==> src/pif_pkg.sv <==
package pif_pkg;

    // ------------------------------------------------------------
    // register word indices
    // ------------------------------------------------------------
    // printed offsets 0x0c, 0x8b, 0x8c are not all multiples of four,
    // so they are kept as indices and the byte address is four times each
    localparam logic [7:0] PIF_IDX_REQUEST_FLAGS = 8'h0C;
    localparam logic [7:0] PIF_IDX_CORE_CONTROL = 8'h8B;
    localparam logic [7:0] PIF_IDX_ENABLE_MASK = 8'h8C;
    localparam logic [7:0] PIF_IDX_SECOND_ENABLE = 8'h8D;
    localparam logic [7:0] PIF_IDX_IRQ_STATUS = 8'hC0;
    localparam logic [7:0] PIF_IDX_IRQ_MASK = 8'hC1;
    localparam logic [7:0] PIF_IDX_SOURCE_MODE = 8'hC2;

    // ------------------------------------------------------------
    // field positions
    // ------------------------------------------------------------
    localparam int PIF_BIT_OVERFLOW = 0;
    localparam int PIF_BIT_PERIOD = 1;
    localparam int PIF_BIT_CAPCMP = 2;
    localparam int PIF_BIT_SYNC = 3;
    localparam int PIF_BIT_TX = 4;
    localparam int PIF_BIT_RX = 5;
    localparam int PIF_BIT_RSVD = 6;
    localparam int PIF_BIT_PARALLEL = 7;
    localparam int PIF_BIT_GLOBAL = 7;
    localparam int PIF_BIT_PERIPH = 6;

    // ------------------------------------------------------------
    // reset values and masks
    // ------------------------------------------------------------
    localparam logic [7:0] PIF_FLAGS_RESET = 8'h00;
    localparam logic [7:0] PIF_MASK_RESET = 8'h00;
    localparam logic [7:0] PIF_CTRL_RESET = 8'h00;
    localparam logic [7:0] PIF_SECOND_RESET = 8'h00;
    localparam logic [7:0] PIF_SW_FLAGS = 8'h8F;   // bits software clears
    localparam logic [7:0] PIF_ENABLE_WMASK = 8'h3F; // bits 7:6 reserved
    localparam logic [7:0] PIF_SECOND_WMASK = 8'h01;

    // ------------------------------------------------------------
    // capture/compare source mode
    // ------------------------------------------------------------
    typedef enum logic [1:0] {
        PIF_CC_OFF = 2'b00,
        PIF_CC_CAPTURE = 2'b01,
        PIF_CC_COMPARE = 2'b10,
        PIF_CC_PWM = 2'b11
    } pif_cc_mode_t;

endpackage

==> src/pif_apb_decode.sv <==
`timescale 1ns/1ns
module pif_apb_decode
    import pif_pkg::*;
(
    input wire logic [11:0] paddr,
    output logic [7:0] index,
    output logic aligned
);
    // ------------------------------------------------------------
    // word index from byte address
    // ------------------------------------------------------------
    always_comb begin
        index = paddr[9:2];
        aligned = (paddr[1:0] == 2'b00) && (paddr[11:10] == 2'b00);
    end
endmodule

==> src/pif_flags.sv <==
// The APB register port was left to the implementer.
`timescale 1ns/1ns
module pif_flags
    import pif_pkg::*;
(
    input wire logic pclk,
    input wire logic presetn,
    input wire logic psel,
    input wire logic penable,
    input wire logic pwrite,
    input wire logic [11:0] paddr,
    input wire logic [31:0] pwdata,
    output logic [31:0] prdata,
    output logic pready,
    output logic pslverr,
    input wire logic parallel_port_access,
    input wire logic serial_rx_full,
    input wire logic serial_tx_empty,
    input wire logic sync_port_done,
    input wire logic capcmp_one_capture,
    input wire logic capcmp_one_match,
    input wire logic period_match,
    input wire logic timer_overflow,
    output logic serial_rx_data_read,
    output logic serial_tx_data_write,
    output logic peripheral_irq,
    output logic capcmp_two_irq_enable,
    output logic irq
);

    // ------------------------------------------------------------
    // state
    // ------------------------------------------------------------
    typedef struct packed {
        logic [7:0] flags;       // latched software-cleared flags
        logic [7:0] enable_mask;
        logic [7:0] core_ctrl;
        logic [7:0] second_mask;
        pif_cc_mode_t cc_mode;
        logic [7:0] irq_status;
        logic [7:0] irq_mask;
        logic [31:0] rdata;
        logic ready;
        logic err;
        logic rx_read;
        logic tx_write;
        logic periph_irq;
        logic irq;
    } pif_state_t;

    pif_state_t state_r;
    pif_state_t state_nxt;
    logic [7:0] index;
    logic aligned;
    logic [7:0] events;
    logic [7:0] flag_view;
    logic access;
    logic wr_hit;

    pif_apb_decode u_decode (
        .paddr(paddr),
        .index(index),
        .aligned(aligned)
    );

    // ------------------------------------------------------------
    // helpers
    // ------------------------------------------------------------
    // a valid register index for this slave
    function automatic logic known_index(input logic [7:0] idx);
        known_index = (idx == PIF_IDX_REQUEST_FLAGS) || (idx == PIF_IDX_CORE_CONTROL)
            || (idx == PIF_IDX_ENABLE_MASK) || (idx == PIF_IDX_SECOND_ENABLE)
            || (idx == PIF_IDX_IRQ_STATUS) || (idx == PIF_IDX_IRQ_MASK)
            || (idx == PIF_IDX_SOURCE_MODE);
    endfunction

    // clears the bits where keep is zero, with set winning over clear
    function automatic logic [7:0] sticky(input logic [7:0] cur, input logic [7:0] set,
                                          input logic [7:0] keep);
        sticky = (cur & keep) | set;
    endfunction

    // ------------------------------------------------------------
    // event collection
    // ------------------------------------------------------------
    always_comb begin
        events = 8'h00;
        events[PIF_BIT_PARALLEL] = parallel_port_access;
        events[PIF_BIT_SYNC] = sync_port_done;
        // capture vs compare chooses which event sets the shared bit
        events[PIF_BIT_CAPCMP] = ((state_r.cc_mode == PIF_CC_CAPTURE) && capcmp_one_capture)
            || ((state_r.cc_mode == PIF_CC_COMPARE) && capcmp_one_match);
        events[PIF_BIT_PERIOD] = period_match;
        events[PIF_BIT_OVERFLOW] = timer_overflow;
        // buffer flags are live levels, not latches, so they clear with the buffer
        flag_view = state_r.flags & PIF_SW_FLAGS;
        flag_view[PIF_BIT_RX] = serial_rx_full;
        flag_view[PIF_BIT_TX] = serial_tx_empty;
        access = psel && penable;
        wr_hit = access && pwrite && aligned;
    end

    // ------------------------------------------------------------
    // next state
    // ------------------------------------------------------------
    always_comb begin
        logic [7:0] keep;
        logic [7:0] wbyte;
        logic [7:0] stat_keep;
        logic [7:0] stat_set;
        keep = 8'hFF;
        wbyte = pwdata[7:0];
        stat_keep = 8'hFF;
        stat_set = 8'h00;
        state_nxt = state_r;
        state_nxt.ready = 1'b0;
        state_nxt.err = 1'b0;
        state_nxt.rx_read = 1'b0;
        state_nxt.tx_write = 1'b0;
        // flag writes: zero clears a software flag, a one never sets it
        if (wr_hit && index == PIF_IDX_REQUEST_FLAGS) begin
            keep = wbyte | ~PIF_SW_FLAGS;
        end
        // flags latch regardless of any enable bit
        state_nxt.flags = sticky(state_r.flags, events, keep) & PIF_SW_FLAGS;
        // slave answers in the second access cycle, one wait cycle via ready flop
        if (access && !state_r.ready) begin
            state_nxt.ready = 1'b1;
            state_nxt.err = !(aligned && known_index(index));
            state_nxt.rdata = 32'h0000_0000;
            if (aligned) begin
                case (index)
                    PIF_IDX_REQUEST_FLAGS: begin
                        state_nxt.rdata[7:0] = flag_view;
                    end
                    PIF_IDX_CORE_CONTROL: begin
                        state_nxt.rdata[7:0] = state_r.core_ctrl;
                    end
                    PIF_IDX_ENABLE_MASK: begin
                        state_nxt.rdata[7:0] = state_r.enable_mask;
                    end
                    PIF_IDX_SECOND_ENABLE: begin
                        state_nxt.rdata[7:0] = state_r.second_mask;
                    end
                    PIF_IDX_IRQ_STATUS: begin
                        state_nxt.rdata[7:0] = state_r.irq_status;
                    end
                    PIF_IDX_IRQ_MASK: begin
                        state_nxt.rdata[7:0] = state_r.irq_mask;
                    end
                    PIF_IDX_SOURCE_MODE: begin
                        state_nxt.rdata[1:0] = state_r.cc_mode;
                    end
                    default: begin
                        state_nxt.rdata = 32'h0000_0000;
                    end
                endcase
            end
            if (pwrite && aligned) begin
                case (index)
                    PIF_IDX_REQUEST_FLAGS: begin
                        // flag clears are handled above; no buffer strobe from here
                        state_nxt.tx_write = 1'b0;
                    end
                    PIF_IDX_CORE_CONTROL: begin
                        state_nxt.core_ctrl = wbyte;
                    end
                    PIF_IDX_ENABLE_MASK: begin
                        // reserved bits are forced clear in case software slips
                        state_nxt.enable_mask = wbyte & PIF_ENABLE_WMASK;
                    end
                    PIF_IDX_SECOND_ENABLE: begin
                        state_nxt.second_mask = wbyte & PIF_SECOND_WMASK;
                    end
                    PIF_IDX_IRQ_MASK: begin
                        state_nxt.irq_mask = wbyte;
                    end
                    PIF_IDX_SOURCE_MODE: begin
                        state_nxt.cc_mode = pif_cc_mode_t'(wbyte[1:0]);
                    end
                    default: begin
                        state_nxt.irq_mask = state_r.irq_mask;
                    end
                endcase
            end
            // write-one-to-clear on the status register
            if (pwrite && aligned && index == PIF_IDX_IRQ_STATUS) begin
                stat_keep = ~wbyte;
            end
        end
        // status copy: active events and buffer levels set the sticky bits, set beats clear
        stat_set = events | (flag_view & (8'h01 << PIF_BIT_RX))
            | (flag_view & (8'h01 << PIF_BIT_TX));
        state_nxt.irq_status = sticky(state_r.irq_status, stat_set, stat_keep);
        // enable gating toward the core: only enabled flags raise the peripheral line
        state_nxt.periph_irq = |(flag_view & state_r.enable_mask & PIF_ENABLE_WMASK)
            || (flag_view[PIF_BIT_PARALLEL] && state_r.enable_mask[PIF_BIT_PARALLEL]);
        state_nxt.irq = |(state_nxt.irq_status & state_r.irq_mask);
        // flush pulse tied to the flag register is unused, buffer strobes follow
        state_nxt.rx_read = 1'b0;
    end

    // ------------------------------------------------------------
    // registers
    // ------------------------------------------------------------
    always_ff @(posedge pclk or negedge presetn) begin
        if (!presetn) begin
            state_r <= '{flags: PIF_FLAGS_RESET, enable_mask: PIF_MASK_RESET,
                         core_ctrl: PIF_CTRL_RESET, second_mask: PIF_SECOND_RESET,
                         cc_mode: PIF_CC_OFF, irq_status: 8'h00, irq_mask: 8'h00,
                         rdata: 32'h0000_0000, ready: 1'b0, err: 1'b0,
                         rx_read: 1'b0, tx_write: 1'b0, periph_irq: 1'b0, irq: 1'b0};
        end else begin
            state_r <= state_nxt;
        end
    end

    // ------------------------------------------------------------
    // outputs, all from flops
    // ------------------------------------------------------------
    assign prdata = state_r.rdata;
    assign pready = state_r.ready;
    assign pslverr = state_r.err;
    assign serial_rx_data_read = state_r.rx_read;
    assign serial_tx_data_write = state_r.tx_write;
    assign peripheral_irq = state_r.periph_irq;
    assign capcmp_two_irq_enable = state_r.second_mask[0];
    assign irq = state_r.irq;

endmodule

==> config.mk <==
export PLATFORM = sky130hd
export DESIGN_NAME = pif_flags
export DESIGN_NICKNAME = d
export VERILOG_FILES = /design/src/pif_pkg.sv /design/src/pif_apb_decode.sv /design/src/pif_flags.sv
export SDC_FILE = /design/constraint.sdc
export NUM_CORES = 1
export LEC_CHECK = 0
export BUFFER_PORTS_ARGS = -buffer_cell sky130_fd_sc_hd__buf_2
export CORE_MARGIN = 3
export CORE_UTILIZATION = 55
export CTS_CLUSTER_SIZE = 40
export DETAILED_ROUTE_END_ITERATION = 10
export PLACE_DENSITY = 0.95
export SYNTH_ARGS = -nofsm -noshare
export SYNTH_HDL_FRONTEND = slang
export SYNTH_SLANG_ARGS = --single-unit
==> constraint.sdc <==
create_clock -name pclk -period 2.4 [get_ports pclk]
set_input_delay 0.24 -clock pclk [delete_from_list [all_inputs] [get_ports pclk]]
set_output_delay 0.24 -clock pclk [all_outputs]
set_load 0.05 [all_outputs]
==> impl_metrics.tcl, run 1 <==
set metrics [dict create \
    outcome "finished clean" \
    grt_pass1_wl_um 9870 \
    power_leakage_nw 1.48 \
    syn_inst 267 \
    clkPwrFrac_pct 35.8 \
    cts_tree "done" \
    hold_path_depth 2 \
    via_count 2051 \
    area_delta_synth_final_pct 7.65 \
    nets 362 \
    place_ws_ns 0.370 \
    final_core_util_pct 63.1 \
    final_hold_viol_count 0 \
    routabilityCongestion 0.829 \
    maxCapViolCount 0 \
    rsz0062_at_grt "no" \
    first_pass_iters 6 \
    clock-sinks 50 \
    p_seq_share_pct 51.3 \
    worst_pin_slew_ns 0.617 \
    slew_headroom_pct 57.8 \
    die_w_um 78.1 \
    path_depth 6 \
    post_cts_resized 0 \
    synth_flop_cell "dfrtp_1" \
    finalPower_mw 1.65 \
    cp_slowest_stage_delay_ns 0.43 \
    synth_edf_count 0 \
    path_cells "and4b_1, and4_1, buf_4, a21boi_0, o21ai_0, nand4_1" \
    slowest_stage "dfrtp_1" \
    finalSetupViolCount 0 \
    wl_um 5920 \
    initial_core_util_pct 58.6 \
    critPathTopFamily "simple AND/OR/NAND/NOR gates" \
    insertion_delay_ns 0.30 \
    drc 0 \
    critical_path_class "flop to flop" \
    path_max_fanout 15 \
    layout_setup_ws_ns 0.560 \
    cp_num_buf_inv 1 \
    p_sw_uw 429 \
    root_buffer "clkbuf_8" \
    cp_data_required_time_ns 2.55 \
    p_comb_share_pct 12.9 \
    vdd_ir_drop_max_v 0.000330 \
    yosysSeqAreaShare_pct 43.7 \
    netlist_area_um2 2860 \
    grt_pass1_vias 2080 \
    synth.distinct_cells 50 \
    dp.cells 364 \
    post_cts_buffers 0 \
    grt_max_degree 29 \
    period_needed_ns 1.84 \
    holdWs_ns 0.142 \
    io_buffers 45 \
    max_freq_ghz 0.544 \
    async_flop_share_pct 100 \
    drive_gt1_share_pct 33.1 \
    cts.reportedPaths.clkPinSlew_ns 0.08 \
    skew_ns 0.00352 \
    die_area_um2 6100 \
    p_sw_share_pct 26.0 \
    final_cells 372 \
    p_int_mw 1.22 \
    slew_viol_final 0 \
    fill_cells 407 \
    detail_route.wl_per_cell_um 15.9 \
    die_y_um 78.1 \
    num_rows 25 \
    grt_overflow 0 \
    cp.arrival_ns 1.99 \
    drtIter0Drc 207 \
    core-area_um2 4880 \
    htreeDepth 2 \
    antenna_found_initial 0 \
    hold_class "input port to flop" \
    ios 96 \
    finish.instance_area_um2 3080 \
    cp-end-kind "flop" \
    dp_hpwl_um 4370 \
    cts_buffer_depth 2 \
    yosysWarnings 0 \
    antennaDiodeCount 0 \
    numCtsBuffers 5 \
    worstSetupStartpointType "flop" \
    avgSynthCellArea_um2 10.7 \
    ys_seq_elements 50 \
    tns_ns 0 \
    drtAntennaViolNets 0 \
    r2r_cells 6 \
    fin_crit_sh_pct 76.7 \
    grt_use_total_pct 20.5 \
    dpl_cell_area_um2 2960 \
    power.density_nw_per_um2 536 \
    viasPerCell 5.51 \
]
## layout make-up
class / instances / area [µm²] / share of cell area [%]
multi-input combinational: 188 / 1330 / 43.3
sequential: 50 / 1250 / 40.6
tap: 67 / 83.8 / 2.72
inverter: 11 / 41.3 / 1.34
timing repair buffer: 49 / 258 / 8.37
clock inverter: 1 / 30.0 / 0.975
clock buffer: 6 / 82.6 / 2.68
## power by group through the flow
stage	clock, mW	combinational, mW	sequential [mW]
after global routing	0.646	0.227	0.847
after CTS	0.606	0.212	0.847
after global placement	0	0.208	0.863
after floorplan	0	0.163	0.871
after detailed placement	0	0.210	0.863
final	0.592	0.213	0.847
## layer usage
metal / global-route usage [%] / share of wire [%] / up-vias
met3: 4.93 / 6.5 / 11
met1: 26.8 / 43 / 985
met5: 0 / 0 / -
met4: 5.42 / 1.5 / 0
li1: - / - / 976
met2: 34.3 / 49 / 79
## synthesized netlist by cell type, types with 2 or more instances
cell / count / area (µm²)
buf_4: 36 / 270
nand3_1: 4 / 20.0
and4_1: 2 / 17.5
nand3b_1: 4 / 30.0
a222oi_1: 5 / 50.1
mux2_2: 25 / 282
dfrtp_1: 50 / 1250
nand2_1: 27 / 101
o21ai_0: 20 / 100
nand4_1: 2 / 12.5
inv_1: 11 / 41.3
nor2_1: 8 / 30.0
mux2_4: 8 / 120
a21boi_0: 2 / 15.0
buf_6: 2 / 22.5
a31oi_1: 6 / 37.5
a21o_1: 5 / 37.5
a22oi_1: 5 / 37.5
a21oi_1: 4 / 20.0
nor3_1: 2 / 10.0
o211ai_1: 2 / 15.0
and3b_1: 2 / 17.5
nor2_4: 2 / 22.5
or2_2: 2 / 12.5
mux2i_1: 3 / 30.0
o21a_1: 2 / 15.0
clkbuf_1: 3 / 11.3
## cell families after synthesis
family / synth area share [%]
compound gates: 12.5
buf+inv: 12.9
flops: 43.7
mux: 15.1
other cells: 0.131
simple gates: 15.6
## placed cells by master (no fill, tap or decap), types with 4 or more instances in the layout
master / n
inv_1: 11
a22oi_1: 5
conb_1: 26
dfrtp_1: 50
a21oi_1: 4
a31oi_1: 6
a222oi_1: 5
a21o_1: 5
nand3b_1: 4
clkbuf_8: 6
nor2_1: 8
nand3_1: 4
mux2_4: 8
mux2_2: 25
o21ai_0: 20
nand2_1: 27
buf_2: 45
## worst paths after layout
kind / start / endpoint / slack (ns)
min in group asynchronous: presetn / state_r[42] / 0.46
worst max register to register: pready / irq / 0.56
worst max-delay path: pready / irq / 0.56
worst min-delay path: period_match / state_r[47] / 0.14
max in group asynchronous: presetn / state_r[70] / 1.65
worst min register to register: prdata[2] / prdata[2] / 0.48
## sequential cells by signal, indices dropped and copies added (netlist names)
| register | cells |
|---|---|
| irq | 1 |
| pslverr | 1 |
| flag_view | 5 |
| peripheral_irq | 1 |
| state_r | 32 |
| capcmp_two_irq_enable | 1 |
| pready | 1 |
| prdata | 8 |
## timing repair
action | CTS | global route
endpoints found under the hold margin | 50 | 0
setup endpoints to repair | 0 | 0
hold buffers | 1 | 0
(Power assumes the default switching activity.)
==> run 2: changes to the inputs <==
ABC_AREA = 1   (was not set)
CORE_UTILIZATION = 50   (was 55)
PLACE_DENSITY = 0.89   (was 0.95)
clock period = 1.9 ns   (was 2.4 ns; I/O delays follow)
==> run 2 against run 1 <==
  * Synthesized cell count increased by 33%
  * Non-clock buffer count is 2 higher
  * Die area rose by 3.8%
  * Core utilization is 5.4 points lower
  * Count of clock-buffer cells in the layout did not move
  * Hold slack worse by 0.067 ns
  * Sequential share of layout area up 1.3 points
  * Register-to-register slack lost 0.31 ns
  * Critical path depth grew 1
  * Total power rose by 25%
  * First-iteration DRC count up 36%
  * Setup slack got worse by 0.31 ns
  * Critical path type unchanged
  * Critical endpoint is now state_r[74]
  * Largest cell class is now registers
==> impl_metrics.tcl, run 2 <==
set metrics [dict create \
    slowest_stage "dfrtp_1" \
    cp_common_cell "nand2_1" \
    wl_um 6050 \
    async_flop_share_pct 100 \
    insertion_delay_ns 0.31 \
    yosysWarnings 0 \
    clkPwrFrac_pct 36.2 \
    synth_top_area_cell "dfrtp_1" \
    grt_max_degree 51 \
    synth_edf_count 0 \
    dp_hpwl_um 4580 \
    slew_viol_final 0 \
    detail_route.wl_per_cell_um 12.9 \
    initial_core_util_pct 52.3 \
    io_buffers 45 \
    grt_pass1_wl_um 10000 \
    core-area_um2 5170 \
    fin_crit_sh_pct 86.6 \
    cp.arrival_ns 1.84 \
    hold_path_depth 3 \
    post_cts_resized 0 \
    power_leakage_nw 1.67 \
    largest_reg_flops 32 \
    num_rows 26 \
    final_hold_viol_count 0 \
    slew_headroom_pct 58.4 \
    max_freq_ghz 0.608 \
    vdd_ir_drop_max_v 0.000312 \
    p_sw_share_pct 27.2 \
    synth_common_cells "nand2_1 (125), dfrtp_1 (50), inv_1 (35), buf_4 (34), o21ai_1 (22)" \
    synth.distinct_cells 28 \
    yosysTopAreaCellShare_pct 46.2 \
    drtAntennaViolNets 0 \
    antennaDiodeCount 0 \
    cts.reportedPaths.clkPinSlew_ns 0.09 \
    worst_pin_slew_ns 0.624 \
    final_cell_mix "nand2_1 (125), dfrtp_1 (50), buf_2 (45), inv_1 (35), conb_1 (26)" \
    skew_ns 0.00754 \
    rsz0062_at_grt "no" \
    drc 0 \
    critical_path_class "flop to flop" \
    outcome "finished clean" \
    numCtsBuffers 5 \
    grt_pass1_vias 2172 \
    die_y_um 79.6 \
    cp-end-kind "flop" \
    netlist_area_um2 2710 \
    final_cells 470 \
    first_pass_iters 5 \
    finalSetupViolCount 0 \
    regMostFlops "state_r" \
    antenna_found_initial 0 \
    tns_ns 0 \
    cts_tree "done" \
    path_cells "inv_1, nand3_1, nor3_4, buf_4, nand2_1, nand2_1, o21ai_1" \
    root_buffer "clkbuf_8" \
    hold_class "input port to flop" \
    yosysSeqAreaShare_pct 46.2 \
    drtIter0Drc 282 \
    worstSetupStartpointType "flop" \
    r2r_cells 7 \
    htreeDepth 2 \
    grt_use_total_pct 20.5 \
    die_w_um 79.6 \
    cts_buffer_depth 2 \
    drive_gt1_share_pct 17.5 \
    power.density_nw_per_um2 690 \
    grt_overflow 0 \
    ys_seq_elements 50 \
    synth_most_common_cell "nand2_1" \
    path_max_fanout 13 \
    p_comb_share_pct 11.9 \
    syn_inst 355 \
    synth.area.top_cells "dfrtp_1 (46%), nand2_1 (17%), buf_4 (9.4%)" \
    p_seq_share_pct 51.8 \
    maxCapViolCount 0 \
    viasPerCell 5.04 \
    p_int_mw 1.50 \
    period_needed_ns 1.65 \
    area_delta_synth_final_pct 10.4 \
    synth_flop_cell "dfrtp_1" \
    final_core_util_pct 57.8 \
    nets 456 \
    clock-sinks 50 \
    cp_data_required_time_ns 2.09 \
    final_common_cell "nand2_1" \
    ios 96 \
    p_sw_uw 561 \
    cp_slowest_stage_delay_ns 0.38 \
    via_count 2371 \
    avgSynthCellArea_um2 7.63 \
    die_area_um2 6330 \
    dp.cells 461 \
    routabilityCongestion 0.935 \
]
-- run 2: final timing paths --
path / endpoint / startpoint / slack (ns)
setup / recovery: state_r[74] / pready / 0.25
hold / removal: flag_view[7] / parallel_port_access / 0.07
setup reg to reg: state_r[74] / pready / 0.25
hold reg to reg: prdata[1] / prdata[1] / 0.48
max in group asynchronous: state_r[46] / presetn / 0.96
min in group asynchronous: prdata[0] / presetn / 0.51
-- run 2: metal layers --
| metal | GRT usage, % | routed length [µm] | vias up | part of all wire (%) |
|---|---|---|---|---|
| li1 | - | - | 1141 | - |
| met1 | 25.9 | 2450 | 1069 | 40 |
| met2 | 33.5 | 2840 | 138 | 47 |
| met3 | 5.08 | 597 | 23 | 9.9 |
| met4 | 8.25 | 161 | 0 | 2.7 |
| met5 | 0 | 0 | - | 0 |
-- run 2: final cells by class --
cell class | count | area (µm²)
Fill cell | 483 | 2180
Sequential cell | 50 | 1250
Multi-Input combinational cell | 254 | 1130
Timing Repair Buffer | 51 | 273
Inverter | 37 | 139
Tap cell | 70 | 87.6
Clock buffer | 6 | 72.6
Clock inverter | 2 | 37.5
-- run 2: through the flow --
| step | hold WS, ns | instance area (µm²) | worst slack (ns) | total power [mW] |
|---|---|---|---|---|
| finish | 0.0750 | 2990 | 0.255 | 2.06 |
| global route | 0.0730 | 2990 | 0.0989 | 2.15 |
| CTS | 0.0742 | 2990 | 0.278 | 2.07 |
| detailed placement | 0.329 | 2870 | 0.273 | 1.33 |
| global placement | 0.325 | 2870 | 0.326 | 1.33 |
| floorplan | -0.106 | 2800 | 0.186 | 1.30 |
-- run 2: critical path: cells and delay by family (launching register included) --
| family | cells | cell delay (ns) |
|---|---|---|
| AO/OA/AOI/OAI | 1 | 0.08 |
| buffers and inverters | 2 | 0.28 |
| flip-flops | 1 | 0.38 |
| AND/OR/NAND/NOR | 4 | 0.79 |
-- run 2: what timing repair did --
action                                 in CTS  in global routing
setup buffers                               0                  0
setup endpoints to repair                   0                  0
endpoints found under the hold margin      29                  0
hold buffers                                1                  0
-- run 2: power by group through the flow --
stage / Sequential (mW) / Clock (mW) / Combinational, mW
floorplan: 1.10 / 0 / 0.198
global placement: 1.09 / 0 / 0.239
detailed placement: 1.09 / 0 / 0.244
CTS: 1.07 / 0.758 / 0.246
global route: 1.07 / 0.813 / 0.267
finish: 1.07 / 0.748 / 0.246
-- run 2: cell families after synthesis --
kind of cell | count (synthesis) | synth area share (%)
AND/OR/NAND/NOR | 180 | 28.7
buffers and inverters | 76 | 15.6
flip-flops | 50 | 46.2
AO/OA/AOI/OAI | 48 | 9.33
other | 1 | 0.138
